File: src/hdl/tic_map.vh
// Purpose: Constants for the tile interrupt controller
// Assumes: AHB-Lite word registers, 32-bit data
// Notes: Offsets are byte addresses
`ifndef TIC_MAP_VH
`define TIC_MAP_VH
`define TIC_NSRC 7
`define TIC_OFF_PENDING 12'h000
`define TIC_OFF_MASK 12'h004
`define TIC_OFF_ENABLE 12'h008
`define TIC_OFF_SYSPC 12'h00C
`define TIC_OFF_USRPC 12'h010
`define TIC_OFF_WDMAX 12'h014
`define TIC_OFF_WDCNT 12'h018
`define TIC_OFF_REMAIN 12'h01C
`define TIC_OFF_CTRL 12'h020
`define TIC_B_REFILL 0
`define TIC_B_DONE 1
`define TIC_B_STEP 2
`define TIC_B_EXT 3
`define TIC_B_TIMER 4
`define TIC_B_NETRDY 5
`define TIC_B_PERF 6
`define TIC_EN_SYS 0
`define TIC_EN_USER 1
`define TIC_RST_MASK 7'h00
`define TIC_RST_EN 2'h0
`define TIC_RST_WDMAX 32'hFFFFFFFF
`define TIC_VEC_SHIFT 4
`endif

File: src/hdl/tic_prio.v
// Purpose: Highest-priority pick over gated requests
// Assumes: Bit 0 is the highest priority
// Notes: Combinational pick, no added latency
`timescale 1ns/1ps
module tic_prio #(
  parameter N = 7,
  parameter W = 3
) (
  input wire [N-1:0] req_i,
  output reg [W-1:0] idx_o,
  output reg any_o
);
  integer k;
  always @* begin
    idx_o = {W{1'b0}};
    any_o = 1'b0;
    for (k = N - 1; k >= 0; k = k - 1) begin
      if (req_i[k]) begin
        idx_o = k[W-1:0];
        any_o = 1'b1;
      end
    end
  end
endmodule

File: src/hdl/tic_top.v
// Purpose: Tile interrupt controller with AHB-Lite register slave
// Assumes: Single clock, synchronous active-high reset
// Notes: Pipeline interface is plain per-cycle strobes
//
// Our own choices: the register offsets and the AHB-Lite slave port.
`timescale 1ns/1ps
`include "tic_map.vh"
module tic_top #(
  parameter AW = 32,
  parameter PW = 32
) (
  input wire mclk_i,
  input wire rst_i,
  input wire hsel_i,
  input wire [31:0] haddr_i,
  input wire [1:0] htrans_i,
  input wire hwrite_i,
  input wire [2:0] hsize_i,
  input wire [31:0] hwdata_i,
  input wire hready_i,
  output reg [31:0] hrdata_o,
  output reg hreadyout_o,
  output reg hresp_o,
  input wire [PW-1:0] decode_pc_i,
  input wire decode_stall_i,
  input wire ex_sys_ret_i,
  input wire ex_user_ret_i,
  input wire ex_all_on_i,
  input wire ex_all_off_i,
  input wire ex_user_on_i,
  input wire ex_user_off_i,
  input wire refill_req_i,
  input wire step_req_i,
  input wire net_valid_out_i,
  input wire outbound_word_i,
  input wire ext_msg_i,
  input wire [7:0] event_bits_i,
  input wire wd_clear_i,
  output reg take_o,
  output reg [AW-1:0] vector_o,
  output reg redirect_o,
  output reg [PW-1:0] redirect_pc_o,
  output reg deadlock_detect_en_o
);
  localparam N = `TIC_NSRC;
  reg [N-1:0] pend_r;
  reg [N-1:0] mask_r;
  reg [1:0] en_r;
  reg [PW-1:0] syspc_r;
  reg [PW-1:0] usrpc_r;
  reg [31:0] wdmax_r;
  reg [31:0] wdcnt_r;
  reg [15:0] remain_r;
  reg timer_en_r;
  reg netrdy_q_r;
  reg [1:0] en_nxt;
  reg [N-1:0] pend_nxt;
  wire [N-1:0] lvl_gate;
  wire [N-1:0] live;
  wire [2:0] pick;
  wire any;
  wire take;
  wire wd_hit;
  wire [N-1:0] take_oh;
  // AHB slave state
  reg ph_wr_r;
  reg ph_rd_r;
  reg [11:0] ph_addr_r;
  wire ap = hsel_i && hready_i && htrans_i[1];
  wire wsel_pend = ph_wr_r && ph_addr_r == `TIC_OFF_PENDING;

  // Same-cycle instruction effects land before the next decode
  always @* begin
    en_nxt = en_r;
    if (ex_sys_ret_i)
      en_nxt[`TIC_EN_SYS] = 1'b1;
    if (ex_user_ret_i)
      en_nxt[`TIC_EN_USER] = 1'b1;
    if (ex_sys_ret_i || ex_user_ret_i || ex_all_on_i)
      en_nxt = 2'h3;
    if (ex_all_off_i)
      en_nxt = 2'h0;
    if (ex_user_on_i)
      en_nxt[`TIC_EN_USER] = 1'b1;
    if (ex_user_off_i)
      en_nxt[`TIC_EN_USER] = 1'b0;
  end

  // Gate by level: user source needs both enables, system needs sys only
  genvar g;
  generate
    for (g = 0; g < N; g = g + 1) begin : gate
      if (g == `TIC_B_NETRDY) begin : usr
        assign lvl_gate[g] = en_nxt[`TIC_EN_USER] & en_nxt[`TIC_EN_SYS];
      end else begin : sys
        assign lvl_gate[g] = en_nxt[`TIC_EN_SYS];
      end
    end
  endgenerate

  // Uses execute-stage enables so decode never fires against stale state
  assign live = pend_r & mask_r & lvl_gate;
  tic_prio #(
    .N(N),
    .W(3)
  ) u_prio (
    .req_i(live),
    .idx_o(pick),
    .any_o(any)
  );
  assign take = any && !decode_stall_i;
  assign take_oh = take ? ({{(N-1){1'b0}}, 1'b1} << pick) : {N{1'b0}};
  assign wd_hit = wdcnt_r == wdmax_r;

  always @* begin
    pend_nxt = pend_r & ~take_oh;
    // Software clear first so a same-cycle hardware set wins
    if (wsel_pend)
      pend_nxt = pend_nxt & ~hwdata_i[N-1:0];
    if (refill_req_i)
      pend_nxt[`TIC_B_REFILL] = 1'b1;
    if (step_req_i)
      pend_nxt[`TIC_B_STEP] = 1'b1;
    if (outbound_word_i && remain_r == 16'h0001)
      pend_nxt[`TIC_B_DONE] = 1'b1;
    if (ext_msg_i)
      pend_nxt[`TIC_B_EXT] = 1'b1;
    if (wd_hit && timer_en_r)
      pend_nxt[`TIC_B_TIMER] = 1'b1;
    pend_nxt[`TIC_B_NETRDY] = netrdy_q_r;
    pend_nxt[`TIC_B_PERF] = |event_bits_i;
  end

  always @(posedge mclk_i) begin
    if (rst_i) begin
      pend_r <= {N{1'b0}};
      mask_r <= `TIC_RST_MASK;
      en_r <= `TIC_RST_EN;
      syspc_r <= {PW{1'b0}};
      usrpc_r <= {PW{1'b0}};
      wdmax_r <= `TIC_RST_WDMAX;
      wdcnt_r <= 32'h00000000;
      remain_r <= 16'h0000;
      timer_en_r <= 1'b0;
      netrdy_q_r <= 1'b0;
      take_o <= 1'b0;
      vector_o <= {AW{1'b0}};
      redirect_o <= 1'b0;
      redirect_pc_o <= {PW{1'b0}};
      deadlock_detect_en_o <= 1'b1;
    end else begin
      netrdy_q_r <= net_valid_out_i;
      pend_r <= pend_nxt;
      en_r <= en_nxt;
      if (take) begin
        if (pick == `TIC_B_NETRDY) begin
          usrpc_r <= decode_pc_i;
          en_r[`TIC_EN_USER] <= 1'b0;
        end else begin
          syspc_r <= decode_pc_i;
          en_r <= 2'h0;
        end
      end
      take_o <= take;
      vector_o <= take ? ({{(AW-3){1'b0}}, pick} << `TIC_VEC_SHIFT) : vector_o;
      redirect_o <= ex_sys_ret_i | ex_user_ret_i;
      if (ex_sys_ret_i)
        redirect_pc_o <= syspc_r;
      else if (ex_user_ret_i)
        redirect_pc_o <= usrpc_r;
      // Deadlock watch stays armed in any handler; software owns it via ctrl
      deadlock_detect_en_o <= deadlock_detect_en_o;
      if (wd_clear_i || wd_hit)
        wdcnt_r <= 32'h00000000;
      else
        wdcnt_r <= wdcnt_r + 32'h00000001;
      if (outbound_word_i && remain_r != 16'h0000)
        remain_r <= remain_r - 16'h0001;
      if (ph_wr_r) begin
        case (ph_addr_r)
          `TIC_OFF_MASK: mask_r <= hwdata_i[N-1:0];
          `TIC_OFF_SYSPC: syspc_r <= hwdata_i[PW-1:0];
          `TIC_OFF_USRPC: usrpc_r <= hwdata_i[PW-1:0];
          `TIC_OFF_WDMAX: wdmax_r <= hwdata_i;
          `TIC_OFF_WDCNT: wdcnt_r <= hwdata_i;
          // Refractory: a word in this same cycle is not counted
          `TIC_OFF_REMAIN: remain_r <= hwdata_i[15:0];
          `TIC_OFF_CTRL: begin
            timer_en_r <= hwdata_i[0];
            deadlock_detect_en_o <= hwdata_i[1];
          end
          default: ;
        endcase
      end
    end
  end

  // AHB-Lite slave: zero wait states, always OKAY
  always @(posedge mclk_i) begin
    if (rst_i) begin
      ph_wr_r <= 1'b0;
      ph_rd_r <= 1'b0;
      ph_addr_r <= 12'h000;
      hrdata_o <= 32'h00000000;
      hreadyout_o <= 1'b1;
      hresp_o <= 1'b0;
    end else begin
      ph_wr_r <= ap && hwrite_i;
      ph_rd_r <= ap && !hwrite_i;
      ph_addr_r <= haddr_i[11:0];
      hreadyout_o <= 1'b1;
      hresp_o <= 1'b0;
      if (ap && !hwrite_i) begin
        case (haddr_i[11:0])
          `TIC_OFF_PENDING: hrdata_o <= {{(32-N){1'b0}}, pend_r};
          `TIC_OFF_MASK: hrdata_o <= {{(32-N){1'b0}}, mask_r};
          `TIC_OFF_ENABLE: hrdata_o <= {30'h0, ~en_r};
          `TIC_OFF_SYSPC: hrdata_o <= syspc_r;
          `TIC_OFF_USRPC: hrdata_o <= usrpc_r;
          `TIC_OFF_WDMAX: hrdata_o <= wdmax_r;
          `TIC_OFF_WDCNT: hrdata_o <= wdcnt_r;
          `TIC_OFF_REMAIN: hrdata_o <= {16'h0000, remain_r};
          `TIC_OFF_CTRL: hrdata_o <= {30'h0, deadlock_detect_en_o, timer_en_r};
          default: hrdata_o <= 32'h00000000;
        endcase
      end
    end
  end
endmodule

File: config.mk
export PLATFORM = sky130hd
export DESIGN_NAME = tic_top
export DESIGN_NICKNAME = d
export VERILOG_FILES = /design/src/hdl/tic_prio.v /design/src/hdl/tic_top.v
export VERILOG_INCLUDE_DIRS = /design/src /design/src/hdl
export SDC_FILE = /design/constraint.sdc
export NUM_CORES = 1
export LEC_CHECK = 0
export BUFFER_PORTS_ARGS = -buffer_cell sky130_fd_sc_hd__buf_2
export CAP_MARGIN = 40
export CORE_MARGIN = 5
export CORE_UTILIZATION = 42
export DETAILED_ROUTE_END_ITERATION = 16
export PLACE_DENSITY = 0.62
export SYNTH_ARGS = -nofsm -noshare
export SYNTH_HDL_FRONTEND = slang
export SYNTH_SLANG_ARGS = --single-unit
File: constraint.sdc
create_clock -name mclk_i -period 2.1 [get_ports mclk_i]
set_clock_uncertainty 0.05 [all_clocks]
set_input_delay 0.42 -clock mclk_i [delete_from_list [all_inputs] [get_ports mclk_i]]
set_output_delay 0.42 -clock mclk_i [all_outputs]
set_load 0.05 [all_outputs]
# == Word-level counts from Yosys, hierarchy flattened ==
# Cells that the tools add are included.
# W data, S select, Z words.
# totals
register_bits,245
latchBits,0
mem_bits_rw,0
rom_bits,0
inputBits,127
out_inout_bits,101
elab_cells,118
mem_count,0
# classes
add_sub_neg,2
n_mul,0
div,0
magnitude_cmp,0
n_eq_ne,18
shifts,1
n_mux,46
bitwise,9
n_reduce_logical,23
# op_table
operator,count
$mux W32,13
$pmux W32 S9,1
$eq A12 B5 Y1 const B,8
$mux W16,3
$eq A12 B4 Y1 const B,3
$add A32 B1 Y32 const B,1
$eq A32 B32 Y1,1
$eq A12 B3 Y1 const B,2
$eq A12 B6 Y1 const B,2
$logic_not A12 Y1,2
$mux W3,7
$mux W1,18
$eq A16 B1 Y1 const B,1
$reduce_bool A16 Y1,1
$sub A16 B1 Y16 const B,1
$and A7 B7 Y7,2
$and A5 B5 Y5,2
$mux W5,2
$not A5 Y5,2
$logic_and A1 B1 Y1,9
$reduce_or A8 Y1,1
$reduce_and A2 Y1,3
$shl A1 B3 Y5 const A,1
$mux W2,2
other kinds (8),11

# == Depth between registers and ports, before layout ==
# depth
depth_word,22
ltp_mapped,9
ltp_nobuf,7

# == Cells and area by module ==
# A second synthesis with hierarchy kept.
# unflattened
cells_unflattened,1383
area_unflattened_um2,12175.4
# by_module_without_submodules
mod,instances,cells_each,area_each_um2,seq_area_each_um2
tic_top,1,1372,12109.1,4904.7
tic_prio,1,11,66.3,0.0

# == Worst setup path before layout ==
# No wires, ideal clock.
# synth_timing
path_type,in2reg
startpoint,input ex_user_ret_i
endpoint,register syspc_r[13]
setup_ns,0.136
arrival_time_ns,2.064
required_time_ns,1.914
slack_ns,-0.150
stages,9
path_buffers,3
path_cell_list,buf_4 > or4_4 > a21oi_4 > a41oi_1 > and2_1 > buf_2 > buf_4 > nand2_1 > a31oi_1
# synth_via
elab_chain_len,19
elab_cells_between_ends,29
classes_between,eq/ne: 1; mux: 23; bitwise: 2; reduce/logical: 3
# synth_lines
item,line,source
start: declaration,tic_top.v:27,"input wire ex_user_ret_i,"
$logic_or A1 B1 Y1 (2 in series),tic_top.v:79,if (ex_sys_ret_i || ex_user_ret_i || ex_all_on_i)
$mux W2 (*),tic_top.v:79,
$mux W2 (*),tic_top.v:81,if (ex_all_off_i)
$mux W1,tic_top.v:83,if (ex_user_on_i)
$mux W1,tic_top.v:85,if (ex_user_off_i)
$and A1 B1 Y1,tic_top.v:94,assign lvl_gate[g] = en_nxt[`TIC_EN_USER] & en_nxt[`TIC_EN_SYS];
$and A7 B7 Y7 (*),tic_top.v:102,assign live = pend_r & mask_r & lvl_gate;
$mux W3 (6 in series),tic_prio.v:18,if (req_i[k]) begin
$eq A3 B3 Y1 (no line),--,
$mux W32,tic_top.v:156,if (pick == `TIC_B_NETRDY) begin
$mux W32 (*),tic_top.v:155,if (take) begin
$mux W32,tic_top.v:180,case (ph_addr_r)
$mux W32 (*),tic_top.v:179,if (ph_wr_r) begin
end signal: assignment,tic_top.v:139,syspc_r <= {PW{1'b0}};
end signal: assignment,tic_top.v:160,syspc_r <= decode_pc_i;
end signal: assignment,tic_top.v:182,`TIC_OFF_SYSPC: syspc_r <= hwdata_i[PW-1:0];
end: declaration,tic_top.v:49,reg [PW-1:0] syspc_r;
# Mark *: on every way between the ends. The rest lies on a longest branch, timed or not.
# A chain may end at the register's enable or synchronous reset.

# == Final worst setup path ==
# layout_timing
startpoint,register en_r[0]
endpoint,register usrpc_r[14]
# layout_via
elab_chain_len,16
elab_cells_between_ends,25
classes_between,eq/ne: 1; mux: 21; bitwise: 2; reduce/logical: 1
# layout_lines
item,line,source
start: declaration,tic_top.v:48,reg [1:0] en_r;
start signal: assignment,tic_top.v:138,en_r <= `TIC_RST_EN;
start signal: assignment,tic_top.v:154,en_r <= en_nxt;
$mux W1 (*),tic_top.v:75,if (ex_sys_ret_i)
$mux W2 (*),tic_top.v:79,
$mux W2 (*),tic_top.v:81,
$and A1 B1 Y1 / $and A7 B7 Y7 (equally long branches),"tic_top.v:94, tic_top.v:102",
$and A7 B7 Y7 (*),tic_top.v:102,
$mux W3 (6 in series),tic_prio.v:18,
$eq A3 B3 Y1 (no line),--,
$mux W32,tic_top.v:156,
$mux W32 (*),tic_top.v:155,
$mux W32,tic_top.v:180,
$mux W32 (*),tic_top.v:179,
end signal: assignment,tic_top.v:140,usrpc_r <= {PW{1'b0}};
end signal: assignment,tic_top.v:157,usrpc_r <= decode_pc_i;
end signal: assignment,tic_top.v:183,`TIC_OFF_USRPC: usrpc_r <= hwdata_i[PW-1:0];
end: declaration,tic_top.v:50,reg [PW-1:0] usrpc_r;
# Marks and branches as above.

==> metrics.log <==
[metrics] CP Class: flop to flop
[metrics] number of unique standard cell types used by synthesis: 65
[metrics] final critical-path required period: 2.13 ns
[metrics] CP Capture Type: flop
[metrics] register bit total from synthesis: 245
[metrics] TritonCTS buffer count: 28
[metrics] antenna violations before repair: 1
[metrics] total global routing overflow: 0
[metrics] antenna-violating nets left: 0
[metrics] # Max-Cap Violations: 0
[metrics] H-Tree Depth: 1
[metrics] portion of the clock cycle consumed by the worst path in the final layout: 1.01
[metrics] Initial Util: 0.429
[metrics] post-DP HPWL: 30900 um
[metrics] setup slack of the critical path after layout: -0.0283 ns
[metrics] wire length of the first global-routing pass: 66500 um
[metrics] hold path endpoint: netrdy_q_r
[metrics] routed length per placed instance: 20.5 um
[metrics] Core Region: 28900 um^2
[metrics] critical register-to-register path endpoint: usrpc_r[14]
[metrics] maximum fanout encountered on the critical timing path: 8
[metrics] overall global routing resource usage: 0.249
[metrics] synth warn: 0
[metrics] number of global-route vias before repair: 11700
[metrics] largest net degree at the start of global routing: 66
[metrics] Clock Root Buffer: clkbuf_16
[metrics] Bufs on Longest Clock Path: 3
[metrics] final number of hold-violating endpoints: 0
[metrics] # port buffers: 172
[metrics] most used cells in the layout excluding fill and tap cells: 234 x dfxtp_1, 229 x nand2_1, 172 x nor2_1
[metrics] launching point of the worst reg2reg path: en_r[0]
[metrics] Layout fillers: 2715
[metrics] sequential cell area fraction in the yosys report: 0.396
[metrics] average size of a mapped cell: 8.36 um^2
[metrics] R2R depth: 7
[metrics] Routed Wire Length: 43800 um
[metrics] Overall Power: 12.0 mW
[metrics] dominant register cell in the synthesized netlist: dfxtp_1
[metrics] Gate Count Post-Synth: 1480
[metrics] power per standard cell area: 757 nW/um^2
[metrics] number of endpoints failing setup at the final stage: 10
[metrics] type of the tightest min-delay check: input port to flop
[metrics] synthesized area: 12400 um^2
[metrics] drt pass-1 iters: 5
[metrics] TritonCTS sink count: 245
[metrics] source-to-sink clock delay at the later pin of the worst-skew pair: 0.54 ns
[metrics] worst-case vdd ir drop: 516 uV
[metrics] Die Footprint: 33000 um^2
[metrics] net count of the finished layout: 1857
[metrics] failing checks: setup timing
[metrics] hold slack: 0.0323 ns
[metrics] number of rows created at floorplan: 62
[metrics] EDFF count, synth: 0
[metrics] total vias in the final route: 12200
[metrics] async set-or-reset flop fraction in the synthesized netlist: 0
[metrics] worst-margin pin slew: 0.788 ns
[metrics] die extent in y: 182 um
[metrics] cell depth of the worst hold path: 2
[metrics] outcome: finished, violations left
[metrics] Multi-input gate area: 7070 um^2
[metrics] number of DRC markers after the initial detailed-route iteration: 908
[metrics] number of design rule violations left after detail routing: 0
[metrics] relative slew slack: 0.475
[metrics] unrepaired setup endpoints after global routing: true
[metrics] mean number of vias per cell: 5.70
[metrics] weighted congestion at the end of routability-driven global placement: 0.903
[metrics] area growth from synthesis to final layout: 27.7%
[metrics] clock slew at the register clock pins of the worst setup and hold paths: 0.06 ns
[metrics] die boundary width: 182 um
[metrics] hold path start: net_valid_out_i
[metrics] Final Max Slew Viols: 0
[metrics] Reg area: 4920 um^2
[metrics] IO Count: 228
[metrics] Setup crit start kind: flop
[metrics] Fmax achieved: 470 MHz
[metrics] CP arrival: 2.47 ns
[metrics] required time worst endpoint: 2.45 ns
[metrics] CTS tree: yes
[metrics] FF-to-FF setup slack: -0.03 ns
[metrics] layout cells sized above 1: 0.277
[metrics] Pleak: 6.29 nW
[metrics] most frequent standard cell in the layout excluding fill and tap cells: dfxtp_1
[flip-flops by register name, summed over array words and instances (netlist names)]
name	cells
timer_en_r	1
vector_o	3
hrdata_o	32
netrdy_q_r	1
syspc_r	32
remain_r	16
wdcnt_r	32
redirect_o	1
redirect_pc_o	32
take_o	1
wdmax_r	32
usrpc_r	32
en_r	2
pend_r	7
deadlock_detect_en_o	1
ph_addr_r	12
mask_r	7
ph_wr_r	1
[final cells by class]
class | count | area share
timing repair buffer | 332 | 0.147
antenna | 1 | 0.000158
tap | 384 | 0.0304
clock buffer | 38 | 0.0512
sequential | 245 | 0.311
clock inverter | 14 | 0.00974
inverter | 12 | 0.00285
multi-input combinational | 1107 | 0.447
[critical path: stages, from the launching register on]
cell       delay (ns)
dfxtp_2          0.36
nor4_4           0.05
or3_4            0.38
buf_6            0.12
or4_4            0.60
clkbuf_16        0.25
nand2_2          0.08
a311oi_2         0.08
[cell families (layout without fill, tap and decap cells)]
| family | Yosys count | in the layout | share of synthesized area |
|---|---|---|---|
| and+or+nand+nor | 630 | 630 | 0.238 |
| AOI/OAI and AO/OA | 310 | 310 | 0.195 |
| muxes | 58 | 58 | 0.0500 |
| adders and majority gates | 4 | 4 | 0.00405 |
| xor gates and xnor gates | 74 | 74 | 0.0524 |
| buffers and inverters | 157 | 396 | 0.0630 |
| DFF | 245 | 245 | 0.396 |
| other | 2 | 32 | 0.000607 |
[cells in the mapped netlist, drive strengths merged (24+ instances only)]
library cell  number  area (um^2)
clkbuf            76          285
a311oi            34          485
a31oi             38          238
nand3             38          190
o21ai             32          160
a22oi             37          278
mux2i             55          551
dfxtp            245         4900
nand4             26          163
a21oi             48          252
nand2            258          968
buf               69          449
a22o              24          210
nor4              25          203
xnor2             62          543
nor2             172          646
o21bai            32          240
[worst max-delay path by stage]
stage	from	endpoint	slack (ns)	cells past startpoint
detailed placement	haddr_i[7]	hrdata_o[4]	-0.32	11
global route	en_r[0]	usrpc_r[14]	-0.05	7
CTS	en_r[0]	usrpc_r[2]	0.01	8
global placement	haddr_i[7]	hrdata_o[4]	-0.25	11
floorplan	ex_user_ret_i	usrpc_r[16]	-0.04	9
finish	en_r[0]	usrpc_r[14]	-0.03	7
[layer usage]
metal | up-vias | GRT usage | routed length (um)
li1 | 5701 | - | -
met1 | 5875 | 0.341 | 19000
met2 | 486 | 0.405 | 20100
met3 | 94 | 0.0434 | 3330
met4 | 0 | 0.0711 | 1310
met5 | - | 0 | 0
[report_power, final]
| part | switching (mW) | total, mW | internal (mW) |
|---|---|---|---|
| logic | 1.05 | 1.89 | 0.841 |
| registers | 0.166 | 4.96 | 4.80 |
| clock network | 2.04 | 5.11 | 3.07 |
[through the flow]
step	area (um^2)	worst slack (ns)	cells	TNS, ns	util
after floorplan	12500	-0.0440	1509	-1.65	-
after global placement	14400	-0.247	2069	-17.67	0.499
after detailed placement	14400	-0.319	2069	-20.66	0.499
after CTS	15400	0.0138	2124	0	0.534
after global routing	15800	-0.0547	2133	-0.877	0.548
final	15800	-0.0283	2133	-0.136	0.548
[timing repair]
action                                  4_1_cts  5_1_grt
endpoints found under the hold margin         1        0
cloned                                        1        3
resized for setup                             5       80
hold buffers                                  1        0
buffers inserted                              1        5
endpoints found under the setup margin       32       75
pin swaps                                     1       30
Power figures use the tool's default switching activity.
